**config.mk**
```make
export PLATFORM = sky130hd
export DESIGN_NAME = epsl_top
export DESIGN_NICKNAME = d
export VERILOG_FILES = /design/src/rtl/epsl_pkg.sv /design/src/rtl/epsl_top.sv
export SDC_FILE = /design/constraint.sdc
export NUM_CORES = 1
export LEC_CHECK = 0
export ABC_AREA = 1
export BUFFER_PORTS_ARGS = -buffer_cell sky130_fd_sc_hd__clkbuf_2
export CAP_MARGIN = 20
export CORE_ASPECT_RATIO = 1.2
export CORE_MARGIN = 1.5
export CORE_UTILIZATION = 60
export DETAILED_ROUTE_END_ITERATION = 6
export GPL_TIMING_DRIVEN = 0
export PLACE_DENSITY_LB_ADDON = 0.15
export SETUP_SLACK_MARGIN = 0.4
export SYNTH_ARGS = -nofsm -noshare
export SYNTH_HDL_FRONTEND = slang
export SYNTH_SLANG_ARGS = --single-unit
```
**constraint.sdc**
```tcl
create_clock -name ref_clk_i -period 9 [get_ports ref_clk_i]
set_clock_uncertainty 0.05 [all_clocks]
set_input_delay 1.8 -clock ref_clk_i [delete_from_list [all_inputs] [get_ports ref_clk_i]]
set_output_delay 1.8 -clock ref_clk_i [all_outputs]
set_load 0.03 [all_outputs]
```
**src/rtl/epsl_pkg.sv**
```systemverilog
package epsl_pkg;
  // =========================================================
  // timing
  localparam int CLK_MHZ = 50;
  localparam real REQ_TIME_US = 10.0;
  localparam real RESP_TIME_US = 10.0;
  localparam real RATE_SLOW_MHZ = 2.5;
  localparam real RATE_FAST_MHZ = 10.0;
  localparam int TMR_W = 10;
  localparam logic [TMR_W-1:0] REQ_CYC = TMR_W'(int'($ceil(REQ_TIME_US * CLK_MHZ)));
  localparam logic [TMR_W-1:0] RESP_CYC = TMR_W'(int'($ceil(RESP_TIME_US * CLK_MHZ)));
  localparam logic [4:0] BIT_CYC_SLOW = 5'(int'($floor(CLK_MHZ / RATE_SLOW_MHZ)));
  localparam logic [4:0] BIT_CYC_FAST = 5'(int'($floor(CLK_MHZ / RATE_FAST_MHZ)));
  localparam logic [TMR_W-1:0] GAP_BITS = 10'h002;
  // =========================================================
  // link setting, pins, frames
  localparam logic [1:0] RATE_SSI = 2'h0;
  localparam logic [1:0] RATE_FAST = 2'h3;
  localparam logic [5:0] SYNC_RST = 6'h07;
  localparam logic [3:0] FRAME_LAST = 4'h9;
  localparam logic [3:0] SYNC_IDX = 4'h3;
  localparam logic [2:0] CMD_SYNC = 3'h2;
  // =========================================================
  // commands and frame set lengths
  localparam logic [3:0] CMD_ALM_POS = 4'h4;
  localparam logic [3:0] CMD_POS = 4'h6;
  localparam logic [3:0] CMD_RES = 4'h8;
  localparam logic [3:0] CMD_ALM = 4'hA;
  localparam logic [3:0] CMD_ALM_POS_B = 4'hB;
  localparam logic [3:0] CMD_ALM_POS_C = 4'hC;
  localparam logic [3:0] CMD_MEM_RD = 4'hD;
  localparam logic [3:0] CMD_MEM_WR = 4'hE;
  localparam logic [2:0] NFR_POS = 3'h1;
  localparam logic [2:0] NFR_RD = 3'h3;
  localparam logic [2:0] NFR_WR = 3'h4;
  localparam logic [2:0] NFR_MAX = 3'h7;
  localparam logic [3:0] TOT_ALM_POS = 4'h8;
  localparam logic [3:0] TOT_POS = 4'h7;
  localparam logic [3:0] TOT_SHORT = 4'h4;
  // =========================================================
  // data
  localparam int POS_W = 32;
  localparam int POS_KEEP_W = 25;
  localparam int BYTE_W = 8;
  localparam int MEM_AW = 4;
  localparam int FIFO_DEPTH = 32;
  localparam logic [7:0] CRC_POLY = 8'h07;
  localparam logic [7:0] CRC_INIT = 8'h00;

  typedef enum logic [1:0] {M_LISTEN, M_WAIT, M_BUILD, M_SEND} epsl_mst_t;
  typedef enum logic [1:0] {S_IDLE, S_PROC, S_SHIFT} epsl_ssi_t;
  typedef struct packed {
    logic [7:0] cf;
    logic [7:0] addr;
    logic [7:0] wdata;
  } epsl_req_t;

  function automatic logic [7:0] epsl_crc8(input logic [7:0] c, input logic [7:0] d);
    logic [7:0] r;
    r = c ^ d;
    for (int i = 0; i < 8; i++)
      r = r[7] ? ((r << 1) ^ CRC_POLY) : (r << 1);
    return r;
  endfunction
endpackage

```
**src/rtl/epsl_top.sv**
```systemverilog
`timescale 1ns/1ps
// =========================================================
// response byte buffer
module epsl_fifo #(
  parameter int WIDTH = 8,
  parameter int DEPTH = 32
) (
  input wire logic clk_i,
  input wire logic srst_i,
  input wire logic in_valid_i,
  input wire logic [WIDTH-1:0] in_data_i,
  output logic in_ready_o,
  output logic out_valid_o,
  output logic [WIDTH-1:0] out_data_o,
  input wire logic out_ready_i
);
  localparam int AW = $clog2(DEPTH);
  logic [WIDTH-1:0] mem_r [DEPTH];
  logic [AW-1:0] wp_r, rp_r;
  logic [AW:0] cnt_r;
  wire push = in_valid_i && in_ready_o;
  wire pop = out_valid_o && out_ready_i;
  assign in_ready_o = cnt_r != (AW+1)'(DEPTH);
  assign out_valid_o = cnt_r != '0;
  assign out_data_o = mem_r[rp_r];
  always_ff @(posedge clk_i)
  begin
    if (srst_i)
    begin
      wp_r <= '0;
      rp_r <= '0;
      cnt_r <= '0;
    end
    else
    begin
      if (push)
        wp_r <= wp_r + 1'b1;
      if (pop)
        rp_r <= rp_r + 1'b1;
      cnt_r <= cnt_r + (AW+1)'(push) - (AW+1)'(pop);
    end
  end
  always_ff @(posedge clk_i)
  begin
    if (push)
      mem_r[wp_r] <= in_data_i;
  end
endmodule

// What this block does
// request strobe falling edge starts position read
// master keeps shift clock at most 10 MHz
// position valid 10 us after strobe falls
// first low bit, then 3-bit identifier, accepted
// bad identifier drops candidate, hunting resumes
// set ends when no further start follows
// idle line is held high
// response starts 10 us after request frame
// position sampled within 10 us of end
// echo, status, payload frames, then CRC frame
// command 4, 6, 8 payload layouts
// command A alarm; B, C alarm plus position
// four position bytes, least significant first
// 25-bit option zeroes top seven bits
// memory read: command, echo, address, value, CRC
// memory write: command, echo, address, value, CRC
// one shared half-duplex line, one driver
// strap high selects framed protocol; code picks it only when link setting is not RATE_SSI
// strap low selects clocked serial read
// link setting picks protocol and bit rate
// CRC covers set, mismatch discards set
// one bit per shift clock, idle on release
module epsl_top
  import epsl_pkg::*;
(
  input wire logic ref_clk_i,
  input wire logic srst_i,
  input wire logic protocol_select_strap_i,
  input wire logic [1:0] link_rate_i,
  input wire logic request_strobe_n_i,
  input wire logic ssi_clk_i,
  input wire logic line_i,
  input wire logic [POS_W-1:0] position_i,
  input wire logic [7:0] alarm_flags_i,
  input wire logic [7:0] resolution_id_i,
  input wire logic pos25_mode_i,
  output logic position_serial_out_o,
  output logic line_o,
  output logic line_oe_o
);
  // =========================================================
  // pin synchronisers and mode
  logic [5:0] sy1_r, sy2_r;
  logic framed_r, fast_r, req_prev_r, sclk_prev_r;
  wire [5:0] pins = {protocol_select_strap_i, link_rate_i, request_strobe_n_i, ssi_clk_i, line_i};
  wire strap_s = sy2_r[5];
  wire [1:0] rate_s = sy2_r[4:3];
  wire req_s = sy2_r[2];
  wire sclk_s = sy2_r[1];
  wire line_s = sy2_r[0];
  always_ff @(posedge ref_clk_i)
  begin
    if (srst_i)
    begin
      sy1_r <= SYNC_RST;
      sy2_r <= SYNC_RST;
      framed_r <= 1'b0;
      fast_r <= 1'b0;
      req_prev_r <= 1'b1;
      sclk_prev_r <= 1'b1;
    end
    else
    begin
      sy1_r <= pins;
      sy2_r <= sy1_r;
      framed_r <= strap_s && (rate_s != RATE_SSI); // see see
      fast_r <= rate_s == RATE_FAST;
      req_prev_r <= req_s;
      sclk_prev_r <= sclk_s;
    end
  end
  wire req_fall = !framed_r && req_prev_r && !req_s;
  wire sclk_rise = sclk_s && !sclk_prev_r;
  wire [POS_W-1:0] pos_m = pos25_mode_i ? {{(POS_W-POS_KEEP_W){1'b0}},
    position_i[POS_KEEP_W-1:0]} : position_i;

  // =========================================================
  // clocked serial read
  epsl_ssi_t ssi_st_r;
  logic [TMR_W-1:0] ssi_tmr_r;
  logic [POS_W-1:0] ssi_sh_r;
  always_ff @(posedge ref_clk_i)
  begin
    if (srst_i || framed_r || req_s)
    begin
      ssi_st_r <= S_IDLE;
      ssi_tmr_r <= '0;
      position_serial_out_o <= 1'b1;
    end
    else
      case (ssi_st_r)
        S_IDLE:
          if (req_fall)
          begin
            ssi_st_r <= S_PROC;
            ssi_tmr_r <= '0;
            position_serial_out_o <= 1'b0;
          end
        S_PROC:
          if (ssi_tmr_r == REQ_CYC - 1'b1)
          begin
            ssi_st_r <= S_SHIFT;
            ssi_sh_r <= pos_m;
            position_serial_out_o <= pos_m[POS_W-1];
          end
          else
            ssi_tmr_r <= ssi_tmr_r + 1'b1;
        S_SHIFT:
          if (sclk_rise)
          begin
            ssi_sh_r <= ssi_sh_r << 1;
            position_serial_out_o <= ssi_sh_r[POS_W-2];
          end
        default:
          ssi_st_r <= S_IDLE;
      endcase
  end

  // =========================================================
  // framed receiver
  epsl_mst_t mst_r;
  logic rx_busy_r;
  logic [4:0] rx_cnt_r;
  logic [3:0] rx_idx_r;
  logic [7:0] rx_sh_r;
  logic [2:0] nfr_r;
  wire [4:0] bit_cyc = fast_r ? BIT_CYC_FAST : BIT_CYC_SLOW;
  wire rx_en = framed_r && (mst_r == M_LISTEN);
  wire rx_tick = rx_busy_r && (rx_cnt_r == '0);
  wire rx_start = rx_en && !rx_busy_r && !line_s;
  wire sync_bad = rx_tick && (rx_idx_r == SYNC_IDX) && (nfr_r == '0)
    && ({line_s, rx_sh_r[7:6]} != CMD_SYNC);
  wire start_bad = rx_tick && (rx_idx_r == '0) && line_s;
  wire stop_bad = rx_tick && (rx_idx_r == FRAME_LAST) && !line_s;
  wire rx_done = rx_tick && (rx_idx_r == FRAME_LAST) && line_s;
  always_ff @(posedge ref_clk_i)
  begin
    if (srst_i || !rx_en || sync_bad || start_bad || stop_bad || rx_done)
      rx_busy_r <= 1'b0;
    else if (rx_start)
    begin
      rx_busy_r <= 1'b1;
      rx_cnt_r <= bit_cyc >> 1;
      rx_idx_r <= '0;
    end
    else if (rx_tick)
    begin
      rx_cnt_r <= bit_cyc - 1'b1;
      rx_idx_r <= rx_idx_r + 1'b1;
      if (rx_idx_r != '0)
        rx_sh_r <= {line_s, rx_sh_r[7:1]};
    end
    else if (rx_busy_r)
      rx_cnt_r <= rx_cnt_r - 1'b1;
  end

  // =========================================================
  // frame set collection and sequencing
  epsl_req_t req_r;
  logic [POS_W-1:0] snap_r;
  logic [7:0] crc_rx_r, crc_tx_r, seq_byte;
  logic [7:0] mem_r [2**MEM_AW];
  logic [TMR_W-1:0] gap_r;
  logic [3:0] bidx_r;
  logic set_bad_r, disc_r;
  logic tx_busy_r;
  logic f_in_rdy, f_out_v;
  logic [7:0] f_out_d;
  wire [3:0] cmd = req_r.cf[6:3];
  wire is_alm_pos = (cmd == CMD_ALM_POS) || (cmd == CMD_ALM_POS_B) || (cmd == CMD_ALM_POS_C);
  wire is_pos = cmd == CMD_POS;
  wire is_res = cmd == CMD_RES;
  wire is_alm = cmd == CMD_ALM;
  wire is_rd = cmd == CMD_MEM_RD;
  wire is_wr = cmd == CMD_MEM_WR;
  wire is_mem = is_rd || is_wr;
  wire [2:0] exp_n = (is_alm_pos || is_pos || is_res || is_alm) ? NFR_POS
    : is_rd ? NFR_RD : is_wr ? NFR_WR : 3'h0;
  wire [3:0] tot_n = is_alm_pos ? TOT_ALM_POS : is_pos ? TOT_POS : TOT_SHORT;
  wire [TMR_W-1:0] gap_cyc = TMR_W'(bit_cyc) * GAP_BITS;
  wire set_end = (mst_r == M_LISTEN) && (nfr_r != '0) && !rx_busy_r
    && (gap_r >= gap_cyc);
  wire set_ok = !set_bad_r && (nfr_r == exp_n)
    && ((nfr_r == NFR_POS) || (crc_rx_r == '0));
  wire push = (mst_r == M_BUILD) && f_in_rdy;
  wire last_push = push && (bidx_r == tot_n - 1'b1);
  wire [7:0] f_in_d = (bidx_r == tot_n - 1'b1) ? crc_tx_r : seq_byte;
  wire send_end = (mst_r == M_SEND) && !f_out_v && !tx_busy_r;
  wire [3:0] p = bidx_r - 4'h2;
  wire [1:0] pk = is_pos ? p[1:0] : p[1:0] - 2'h1;
  wire [7:0] pos_byte = snap_r[{pk, 3'b000} +: 8];
  wire [7:0] mem_rd = mem_r[req_r.addr[MEM_AW-1:0]];
  always_comb
  begin
    if (bidx_r == '0)
      seq_byte = req_r.cf;
    else if (is_mem)
      seq_byte = (bidx_r == 4'h1) ? req_r.addr : mem_rd; // see
    else if (bidx_r == 4'h1)
      seq_byte = {6'h00, fast_r, disc_r};
    else if (is_alm_pos || is_alm)
      seq_byte = (p == '0) ? alarm_flags_i : pos_byte; // see
    else if (is_res)
      seq_byte = resolution_id_i;
    else
      seq_byte = pos_byte;
  end
  always_ff @(posedge ref_clk_i)
  begin
    if (srst_i)
      disc_r <= 1'b0;
    else
      disc_r <= (disc_r && !(push && (bidx_r == 4'h1) && !is_mem)) || (set_end && !set_ok);
    if (srst_i || rx_done)
      gap_r <= srst_i ? RESP_CYC : '0;
    else if (gap_r != RESP_CYC)
      gap_r <= gap_r + 1'b1;
    if (rx_done && (nfr_r == '0))
      snap_r <= pos_m;
    if (set_end && set_ok && is_wr)
      mem_r[req_r.addr[MEM_AW-1:0]] <= req_r.wdata;
  end
  always_ff @(posedge ref_clk_i)
  begin
    if (srst_i || !framed_r || send_end || (set_end && !set_ok))
    begin
      mst_r <= M_LISTEN;
      nfr_r <= '0;
      set_bad_r <= 1'b0;
      crc_rx_r <= CRC_INIT;
    end
    else
      case (mst_r)
        M_LISTEN:
        begin
          set_bad_r <= set_bad_r || (stop_bad && (nfr_r != '0));
          if (rx_done)
          begin
            nfr_r <= (nfr_r == NFR_MAX) ? nfr_r : nfr_r + 1'b1;
            crc_rx_r <= epsl_crc8(crc_rx_r, rx_sh_r);
            case (nfr_r)
              3'h0: req_r.cf <= rx_sh_r;
              3'h1: req_r.addr <= rx_sh_r;
              3'h2: req_r.wdata <= rx_sh_r;
              default: ;
            endcase
          end
          if (set_end)
            mst_r <= M_WAIT;
        end
        M_WAIT:
          if (gap_r == RESP_CYC)
          begin
            mst_r <= M_BUILD;
            bidx_r <= '0;
            crc_tx_r <= CRC_INIT;
          end
        M_BUILD:
          if (push)
          begin
            bidx_r <= bidx_r + 1'b1;
            crc_tx_r <= epsl_crc8(crc_tx_r, seq_byte);
            if (last_push)
              mst_r <= M_SEND;
          end
        M_SEND: ;
        default:
          mst_r <= M_LISTEN;
      endcase
  end

  // =========================================================
  // response buffer and transmitter
  logic [4:0] tx_cnt_r;
  logic [3:0] tx_idx_r;
  logic [9:0] tx_sh_r;
  wire tx_on = (mst_r == M_BUILD) || (mst_r == M_SEND);
  wire tx_pop = tx_on && !tx_busy_r && f_out_v;
  wire tx_tick = tx_busy_r && (tx_cnt_r == '0);
  epsl_fifo #(.WIDTH(BYTE_W), .DEPTH(FIFO_DEPTH)) u_fifo (
    .clk_i(ref_clk_i),
    .srst_i(srst_i || !framed_r),
    .in_valid_i(mst_r == M_BUILD),
    .in_data_i(f_in_d),
    .in_ready_o(f_in_rdy),
    .out_valid_o(f_out_v),
    .out_data_o(f_out_d),
    .out_ready_i(tx_on && !tx_busy_r)
  );
  always_ff @(posedge ref_clk_i)
  begin
    if (srst_i || !framed_r || send_end)
    begin
      tx_busy_r <= 1'b0;
      line_o <= 1'b1;
      line_oe_o <= 1'b0;
    end
    else if (tx_pop)
    begin
      tx_sh_r <= {1'b1, f_out_d, 1'b0};
      tx_busy_r <= 1'b1;
      tx_cnt_r <= bit_cyc - 1'b1;
      tx_idx_r <= '0;
      line_o <= 1'b0;
      line_oe_o <= 1'b1;
    end
    else if (tx_tick)
    begin
      tx_cnt_r <= bit_cyc - 1'b1;
      tx_idx_r <= tx_idx_r + 1'b1;
      tx_sh_r <= {1'b0, tx_sh_r[9:1]};
      line_o <= (tx_idx_r == FRAME_LAST) ? 1'b1 : tx_sh_r[1];
      if (tx_idx_r == FRAME_LAST)
        tx_busy_r <= 1'b0;
    end
    else if (tx_busy_r)
      tx_cnt_r <= tx_cnt_r - 1'b1;
  end

  // =========================================================
  // checks
  localparam int A_REQ = int'(REQ_CYC);
  localparam int A_RESP = int'(RESP_CYC);
  logic [TMR_W-1:0] h_ssi_r;
  logic [10:0] h_end_r;
  always_ff @(posedge ref_clk_i)
  begin
    h_ssi_r <= (srst_i || req_fall) ? '0 : h_ssi_r + TMR_W'(h_ssi_r != '1);
    h_end_r <= (srst_i || rx_done) ? '0 : h_end_r + 11'(h_end_r != '1);
  end
endmodule

```
[Word-level counts from Yosys, hierarchy flattened]
Memory sizes are Yosys's and may differ from the RTL's. A register that Yosys moved wholly into a read port is not among the register bits.
Index checks and enable logic that the tools add are counted.
Word-level totals
  input bits: 57
  output and inout bits: 3
  memory bits (writable): 384
  register bits after elaboration: 209
  memories kept: 2
Operators by class
  add/subtract/negate cells: 16
  reductions and logical operators: 111
  multiplexer cells: 82
  bitwise gates (word level): 25
  shift-type cells: 1
  equality and inequality tests: 36
  magnitude comparators: 1
Memory list
  u_fifo.mem_r: words 32, width 8, rd ports 1, clocked after Yosys merged registers in 1, wr ports 1, line epsl_top.sv:18  | logic [WIDTH-1:0] mem_r [DEPTH];
  mem_r: words 16, width 8, rd ports 1, clocked after Yosys merged registers in 1, wr ports 1, line epsl_top.sv:212  | logic [7:0] mem_r [2**MEM_AW];
Operator list (number)
  $mux W8: 10
  $mux W31: 2
  $pmux W31 S2: 1
  $mux W3: 19
  $mux W10: 5
  $not A3 Y3: 16
  $mux W5: 8
  $logic_and A1 B1 Y1: 36
  $eq A4 B4 Y1 const B: 8
  $mux W32: 1
  $shiftx A32 B6 Y8: 1
  $mux W4: 7
  $reduce_and A4 Y1: 7
  $logic_or A1 B1 Y1: 22
  $add A10 B1 Y10 const B: 2
  $eq A10 B9 Y1 const B: 2
  $pmux W10 S2: 1
  $mux W9: 2
  $mux W2: 8
  $ne A2 B2 Y1 const B: 8
  $pmux W8 S2: 1
  $reduce_bool A2 Y1: 8
  $xor A8 B8 Y8: 2
  $reduce_bool A3 Y1: 5
  39 further kinds: 90

[Longest topological paths before layout]
  depth in word-level cells: 28
  gate-level depth with buffers: 23
  mapped depth without buffers: 23

[Hierarchy]
A second synthesis with hierarchy kept.
Unflattened totals
  cells, all modules: 2514
  area, all modules: 26479.1 µm²
Modules (own cells, without submodules)
  epsl_top: times used 1, cells each 1477, seq. area each 9208.8 µm², area an instance 14855.5 µm²
  epsl_fifo: times used 1, cells each 1037, seq. area each 8107.8 µm², area an instance 11623.6 µm²

[Worst setup path before layout]
OpenSTA, ideal clock, no wires.
  kind: input port to flip-flop
  from: input port alarm_flags_i[4]
  to: memory u_fifo.mem_r[0][4] (data pin)
  setup slack: 5.038 ns
  arrival time: 3.458 ns
  cell stages on the path: 6
  cell sequence: a21oi_1 -> o21ai_1 -> nand3_1 -> nand3_1 -> nand2_1 -> o21ai_0
On the way
  cells in the longest elaborated chain, start to end: 6
RTL lines
  from (decl): line epsl_top.sv:84  | input wire logic [7:0] alarm_flags_i,
  $mux W8: line epsl_top.sv:252  | seq_byte = (p == '0) ? alarm_flags_i : pos_byte;
  $mux W8: line epsl_top.sv:251  | else if (is_alm_pos || is_alm)
  $mux W8: line epsl_top.sv:249  | else if (bidx_r == 4'h1)
  $mux W8: line epsl_top.sv:247  | else if (is_mem)
  $mux W8: line epsl_top.sv:245  | if (bidx_r == '0)
  $mux W8: line epsl_top.sv:237  | wire [7:0] f_in_d = (bidx_r == tot_n - 1'b1) ? crc_tx_r : seq_byte;
  via f_in_d[4]: line epsl_top.sv:237
  to (decl): line epsl_top.sv:18
The timed path passes the listed nets, and every way through them passes these cells.

[Worst setup path in the final report]
  from: register mst_r[0]
  to: register u_fifo.cnt_r[4]
On the way
  cells in the longest elaborated chain, start to end: 5
RTL lines
  from (decl): line epsl_top.sv:171  | epsl_mst_t mst_r;
  from (signal assigned): line epsl_top.sv:277  | mst_r <= M_LISTEN;
  from (signal assigned): line epsl_top.sv:299  | mst_r <= M_WAIT;
  from (signal assigned): line epsl_top.sv:304  | mst_r <= M_BUILD;
  $eq A2 B2 Y1: line epsl_top.sv:327  | wire tx_on = (mst_r == M_BUILD) || (mst_r == M_SEND);
  $logic_or A1 B1 Y1 *: line epsl_top.sv:327
  $logic_and A1 B1 Y1 * (2 in series)
  via tx_pop: line epsl_top.sv:328  | wire tx_pop = tx_on && !tx_busy_r && f_out_v;
  $sub A6 B1 Y6 *: line epsl_top.sv:40  | cnt_r <= cnt_r + (AW+1)'(push) - (AW+1)'(pop);
  to (signal assigned): line epsl_top.sv:40
  to (decl): line epsl_top.sv:20  | logic [AW:0] cnt_r;
Mark *: on every way through the listed nets, which the timed path passes. The rest lies on a longest branch.
A chain may end at the register's enable or synchronous reset.

==> results.txt <==
----------------------------------------------------
[Hold path]
  Endpoint of the worst hold path ... sy2_r[5]$_SDFF_PP0_
  Worst hold path cell count ... 2
  Class of the most critical hold timing path ... reg -> reg
  HP Start ... sy1_r[5]$_SDFF_PP0_

[Timing]
  Share of the cycle needed by the critical path after routing ... 0.4391
  Max Clock Freq ... roughly 250 MHz
  Fin. Hold Viols ... 0
  Accumulated negative setup slack ... 0 ps
  Worst-margin pin slew ... 1176 ps
  RSZ-0062 raised after global routing ... no
  Setup-violating endpoint count in the final report ... 0
  Max-slew violation count ... 0
  Period minus WS final ... 3952 ps
  Worst relative slew slack ... 0.2076

[Setup path]
  Register-to-register setup slack ... around 5000 ps
  Timing startpoint of the critical path ... mst_r[0]$_SDFFE_PP0P_
  Data required time at the worst endpoint ... about 9500 ps
  Worst-path maximum fanout ... 11
  Launching element type of the critical path ... flop
  R2r startpoint ... mst_r[0]$_SDFFE_PP0P_
  Crit Reg-Reg Endpoint ... u_fifo.cnt_r[4]$_SDFF_PP0_
  Arrival time at the worst endpoint ... 4410 ps
  Critical Path End Type ... flop
  R2r worst-path depth ... 19
  WS Path Type ... reg -> reg

[Synthesis]
  Mapped Nets ... 2,440
  Number of distinct standard cells referenced by the synthesized netlist ... 47
  Compound-Gate Fraction of Synth Area ... 0.09425
  Number of synthesized register bits ... about 600
  Proportion of register bits with asynchronous set or reset after synthesis ... 0
  Count of synthesis-stage warnings from yosys ... 0
  Share of synthesized area spent on multiplexers ... 0.02445
  Synthesized instance count ... 2,332
  Area share of and/or/nand/nor cells after synthesis ... 0.1338
  Biggest area contributors in the synthesized netlist ... sky130_fd_sc_hd__edfxtp_1, sky130_fd_sc_hd__dfxtp_1, sky130_fd_sc_hd__nand2_1, sky130_fd_sc_hd__o21ai_0, sky130_fd_sc_hd__nor2_1
  Dominant combinational cell family by area after synthesis ... simple AND/OR/NAND/NOR gates
  Mean instance size in the synthesized netlist ... 11.24 µm²
  Number of enable flip-flop cells after synthesis ... 528
  Parity-gate share of the synthesized area counting xor and xnor cells ... 0.01399
  Post-synth top area cell ... sky130_fd_sc_hd__edfxtp_1
  Area share of fa/ha/maj cells after synthesis ... 0.02464
  Sequential area share after synthesis ... 0.6608
  Portion of synthesized cell area occupied by the leading cell type ... 0.6050
  Post-synth design cell area ... around 26,000 µm²
  Top_reg_cell synth ... sky130_fd_sc_hd__edfxtp_1

[Clock tree]
  Worst-skew pair later-pin latency ... between 600 and 700 ps
  Setup repair bufs after CTS ... 0
  Clock-pin slew on the worst setup and hold paths ... 60 ps
  PostCTS Resize Cnt ... 0
  TritonCTS sink count ... 601
  Inserted Clock Buffers ... 56
  CTS tree ... done
  Clock Tree Root ... sky130_fd_sc_hd__clkbuf_16
  Hold bufs inserted after CTS ... 0
  Maximum clock path buffer count ... 3
  H-Tree Level Count ... 2

[Routing]
  Starting DRT DRC Count ... ~1,600
  Routed len/inst ... 22.19 µm
  Total number of vias ... between 15,000 and 20,000
  Average vias per placed instance ... 5.820
  Number of iterations in the first detailed-routing pass ... 6
  Remaining antenna violation count ... 0
  Post-Route WL ... 67.95 mm
  DRC ... 0

[Global route]
  Grt met1 use ... 0.3666
  Number of global-route vias before repair ... about 18,000
  GR peak layer ... met2
  Maximum number of pins on one net before global-route repair ... 33
  Wire length of the first global-routing pass ... slightly above 100 mm
  Initial antenna violation count ... 0
  Sum of overflow across all layers after global routing ... 0
  Global-route usage over all layers ... 0.3076
  Fraction of met2 tracks used by global routing ... 0.5510
  Met3 track utilization from global routing ... 0.03675

[Floorplanning]
  Core Footprint ... approximately 43,000 µm²
  Row cnt ... 83
  Chip height ... 231.9 µm
  Initial core utilization ... 0.6110
  Count of pins on the block boundary ... 60
  Overall die area ... 44,940 µm²
  Chip Width ... 193.8 µm

[Power and ir drop]
  Pwr/cell area ... between 150 and 200 nW/µm²
  Worst IR Drop VDD ... approximately 0.20 mV
  Static leakage power ... 0.01065 µW

[Flow run]
  Max Cap Viol ... 0

[Final layout]
  Area Growth Syn to Fin ... 12.44%
  Net count of the finished layout ... 2,570
  Share of cells above drive strength 1 ... 0.1000
  Post-layout utilization of the core ... 0.6870
  Number of inserted diodes ... 0
  Leading cell types in the layout, fill and taps excluded ... sky130_fd_sc_hd__edfxtp_1, sky130_fd_sc_hd__nand2_1, sky130_fd_sc_hd__nor2_1
  Commonest non-fill, non-tap cell in the layout ... sky130_fd_sc_hd__edfxtp_1

[Outcome]
  Run status ... finished clean

[Placed design]
  HPWL after DPL ... 47.51 mm
  Placer's final routability congestion estimate ... 0.9718
  Buffers on Ports ... 59

----------------------------------------------------
## power breakdown
| group | switching, µW | total [µW] | internal, µW |
|---|---|---|---|
| Sequential | 10.1 | 3020 | 3010 |
| Clock | 1050 | 2510 | 1460 |
| Combinational | 54.5 | 87.3 | 32.8 |
| Total | 1110 | 5620 | 4510 |
## flip-flops by register name, indices dropped and copies added, names as in the netlist, 3 cells and up, named ones only
| signal | flops |
|---|---|
| bidx_r | 4 |
| cmd | 4 |
| crc_rx_r | 8 |
| crc_tx_r | 8 |
| gap_r | 10 |
| mem_r | 128 |
| nfr_r | 3 |
| req_r | 20 |
| rx_cnt_r | 5 |
| rx_idx_r | 4 |
| rx_sh_r | 8 |
| snap_r | 32 |
| ssi_sh_r | 31 |
| ssi_tmr_r | 10 |
| sy1_r | 6 |
| sy2_r | 6 |
| tx_cnt_r | 5 |
| tx_idx_r | 4 |
| tx_sh_r | 9 |
| u_fifo.cnt_r | 6 |
| u_fifo.mem_r | 256 |
| u_fifo.rp_r | 5 |
| u_fifo.wp_r | 5 |
## cell usage after synthesis, types with 3 or more instances
| library cell | instances |
|---|---|
| sky130_fd_sc_hd__inv_2 | 8 |
| sky130_fd_sc_hd__o221ai_1 | 5 |
| sky130_fd_sc_hd__xor2_1 | 12 |
| sky130_fd_sc_hd__a21oi_1 | 135 |
| sky130_fd_sc_hd__nand2_2 | 15 |
| sky130_fd_sc_hd__clkbuf_1 | 61 |
| sky130_fd_sc_hd__o211ai_1 | 80 |
| sky130_fd_sc_hd__nand2_1 | 345 |
| sky130_fd_sc_hd__inv_1 | 224 |
| sky130_fd_sc_hd__nand2_4 | 3 |
| sky130_fd_sc_hd__mux2i_1 | 64 |
| sky130_fd_sc_hd__nand3_1 | 155 |
| sky130_fd_sc_hd__dfxtp_1 | 73 |
| sky130_fd_sc_hd__xnor2_1 | 28 |
| sky130_fd_sc_hd__clkinv_1 | 3 |
| sky130_fd_sc_hd__nand4_1 | 7 |
| sky130_fd_sc_hd__buf_1 | 8 |
| sky130_fd_sc_hd__nor3b_1 | 3 |
| sky130_fd_sc_hd__nor3_1 | 21 |
| sky130_fd_sc_hd__o21ai_4 | 3 |
| sky130_fd_sc_hd__ha_1 | 50 |
| sky130_fd_sc_hd__buf_2 | 19 |
| sky130_fd_sc_hd__o22ai_1 | 6 |
| sky130_fd_sc_hd__a31oi_1 | 6 |
| sky130_fd_sc_hd__nor2_2 | 3 |
| sky130_fd_sc_hd__o21ai_0 | 187 |
| sky130_fd_sc_hd__or2_2 | 11 |
| sky130_fd_sc_hd__a211oi_1 | 5 |
| sky130_fd_sc_hd__edfxtp_1 | 528 |
| sky130_fd_sc_hd__nand3_2 | 4 |
| sky130_fd_sc_hd__nor2_1 | 230 |
| sky130_fd_sc_hd__nand3b_1 | 6 |
| sky130_fd_sc_hd__o21ai_1 | 4 |
| sky130_fd_sc_hd__nor4_1 | 5 |
## cell families after synthesis
logic type	count (synthesis)
flops	601
simple gates	815
compound gates	435
xor+xnor	41
mux	64
buf+inv	325
fa+ha+maj	51
## through the flow
step	total power, µW	cells	hold slack, ps	cell area (µm²)	setup slack, ps
after floorplan	3132	2332	338.3	26210	5038
after global placement	3164	2943	341.8	27190	2375
after detailed placement	3170	2954	344.3	27480	4777
after CTS	5639	3060	352.6	29450	5084
after global routing	5747	3062	368.3	29460	4744
final	5618	3062	352.4	29460	5048
## worst max path at each step
stage                     depth (start not counted)                             to
final                                            19     u_fifo.cnt_r[4]$_SDFF_PP0_
after global routing                             20     u_fifo.cnt_r[5]$_SDFF_PP0_
after CTS                                        19     u_fifo.cnt_r[4]$_SDFF_PP0_
after detailed placement                          6             req_r[4]$_DFFE_PP_
after global placement                            7  u_fifo.mem_r[14][3]$_DFFE_PP_
after floorplan                                   6   u_fifo.mem_r[0][4]$_DFFE_PP_
## area by class of cell
cell class                      count  area (µm²)
Clock inverter                     38       452.9
Fill cell                        3106       13430
Inverter                          235       882.1
Timing Repair Buffer               72       504.2
Clock buffer                       68        1509
Sequential cell                   601       17320
Multi-Input combinational cell   1406        7732
Buffer                             90       376.6
Tap cell                          552       690.7
## critical path, stage by stage (launching register included)
cell	delay, ps
sky130_fd_sc_hd__dfxtp_1	360
sky130_fd_sc_hd__inv_1	110
sky130_fd_sc_hd__ha_1	140
sky130_fd_sc_hd__buf_2	220
sky130_fd_sc_hd__inv_1	190
sky130_fd_sc_hd__a21oi_1	170
sky130_fd_sc_hd__nand2_1	200
sky130_fd_sc_hd__inv_1	290
sky130_fd_sc_hd__clkbuf_1	530
sky130_fd_sc_hd__ha_1	340
sky130_fd_sc_hd__inv_1	70
sky130_fd_sc_hd__ha_1	180
sky130_fd_sc_hd__inv_1	70
sky130_fd_sc_hd__fa_1	410
sky130_fd_sc_hd__nor2_1	120
sky130_fd_sc_hd__nor2_1	50
sky130_fd_sc_hd__nor2_1	80
sky130_fd_sc_hd__nor2_1	50
sky130_fd_sc_hd__o21ai_0	140
sky130_fd_sc_hd__a21oi_1	60
## layer usage
layer / wire, µm / share of wire
met4: 3523 / 0.052
met1: 25710 / 0.38
met2: 34700 / 0.51
met3: 4020 / 0.059
met5: 0 / 0
(Power assumes the default switching activity.)
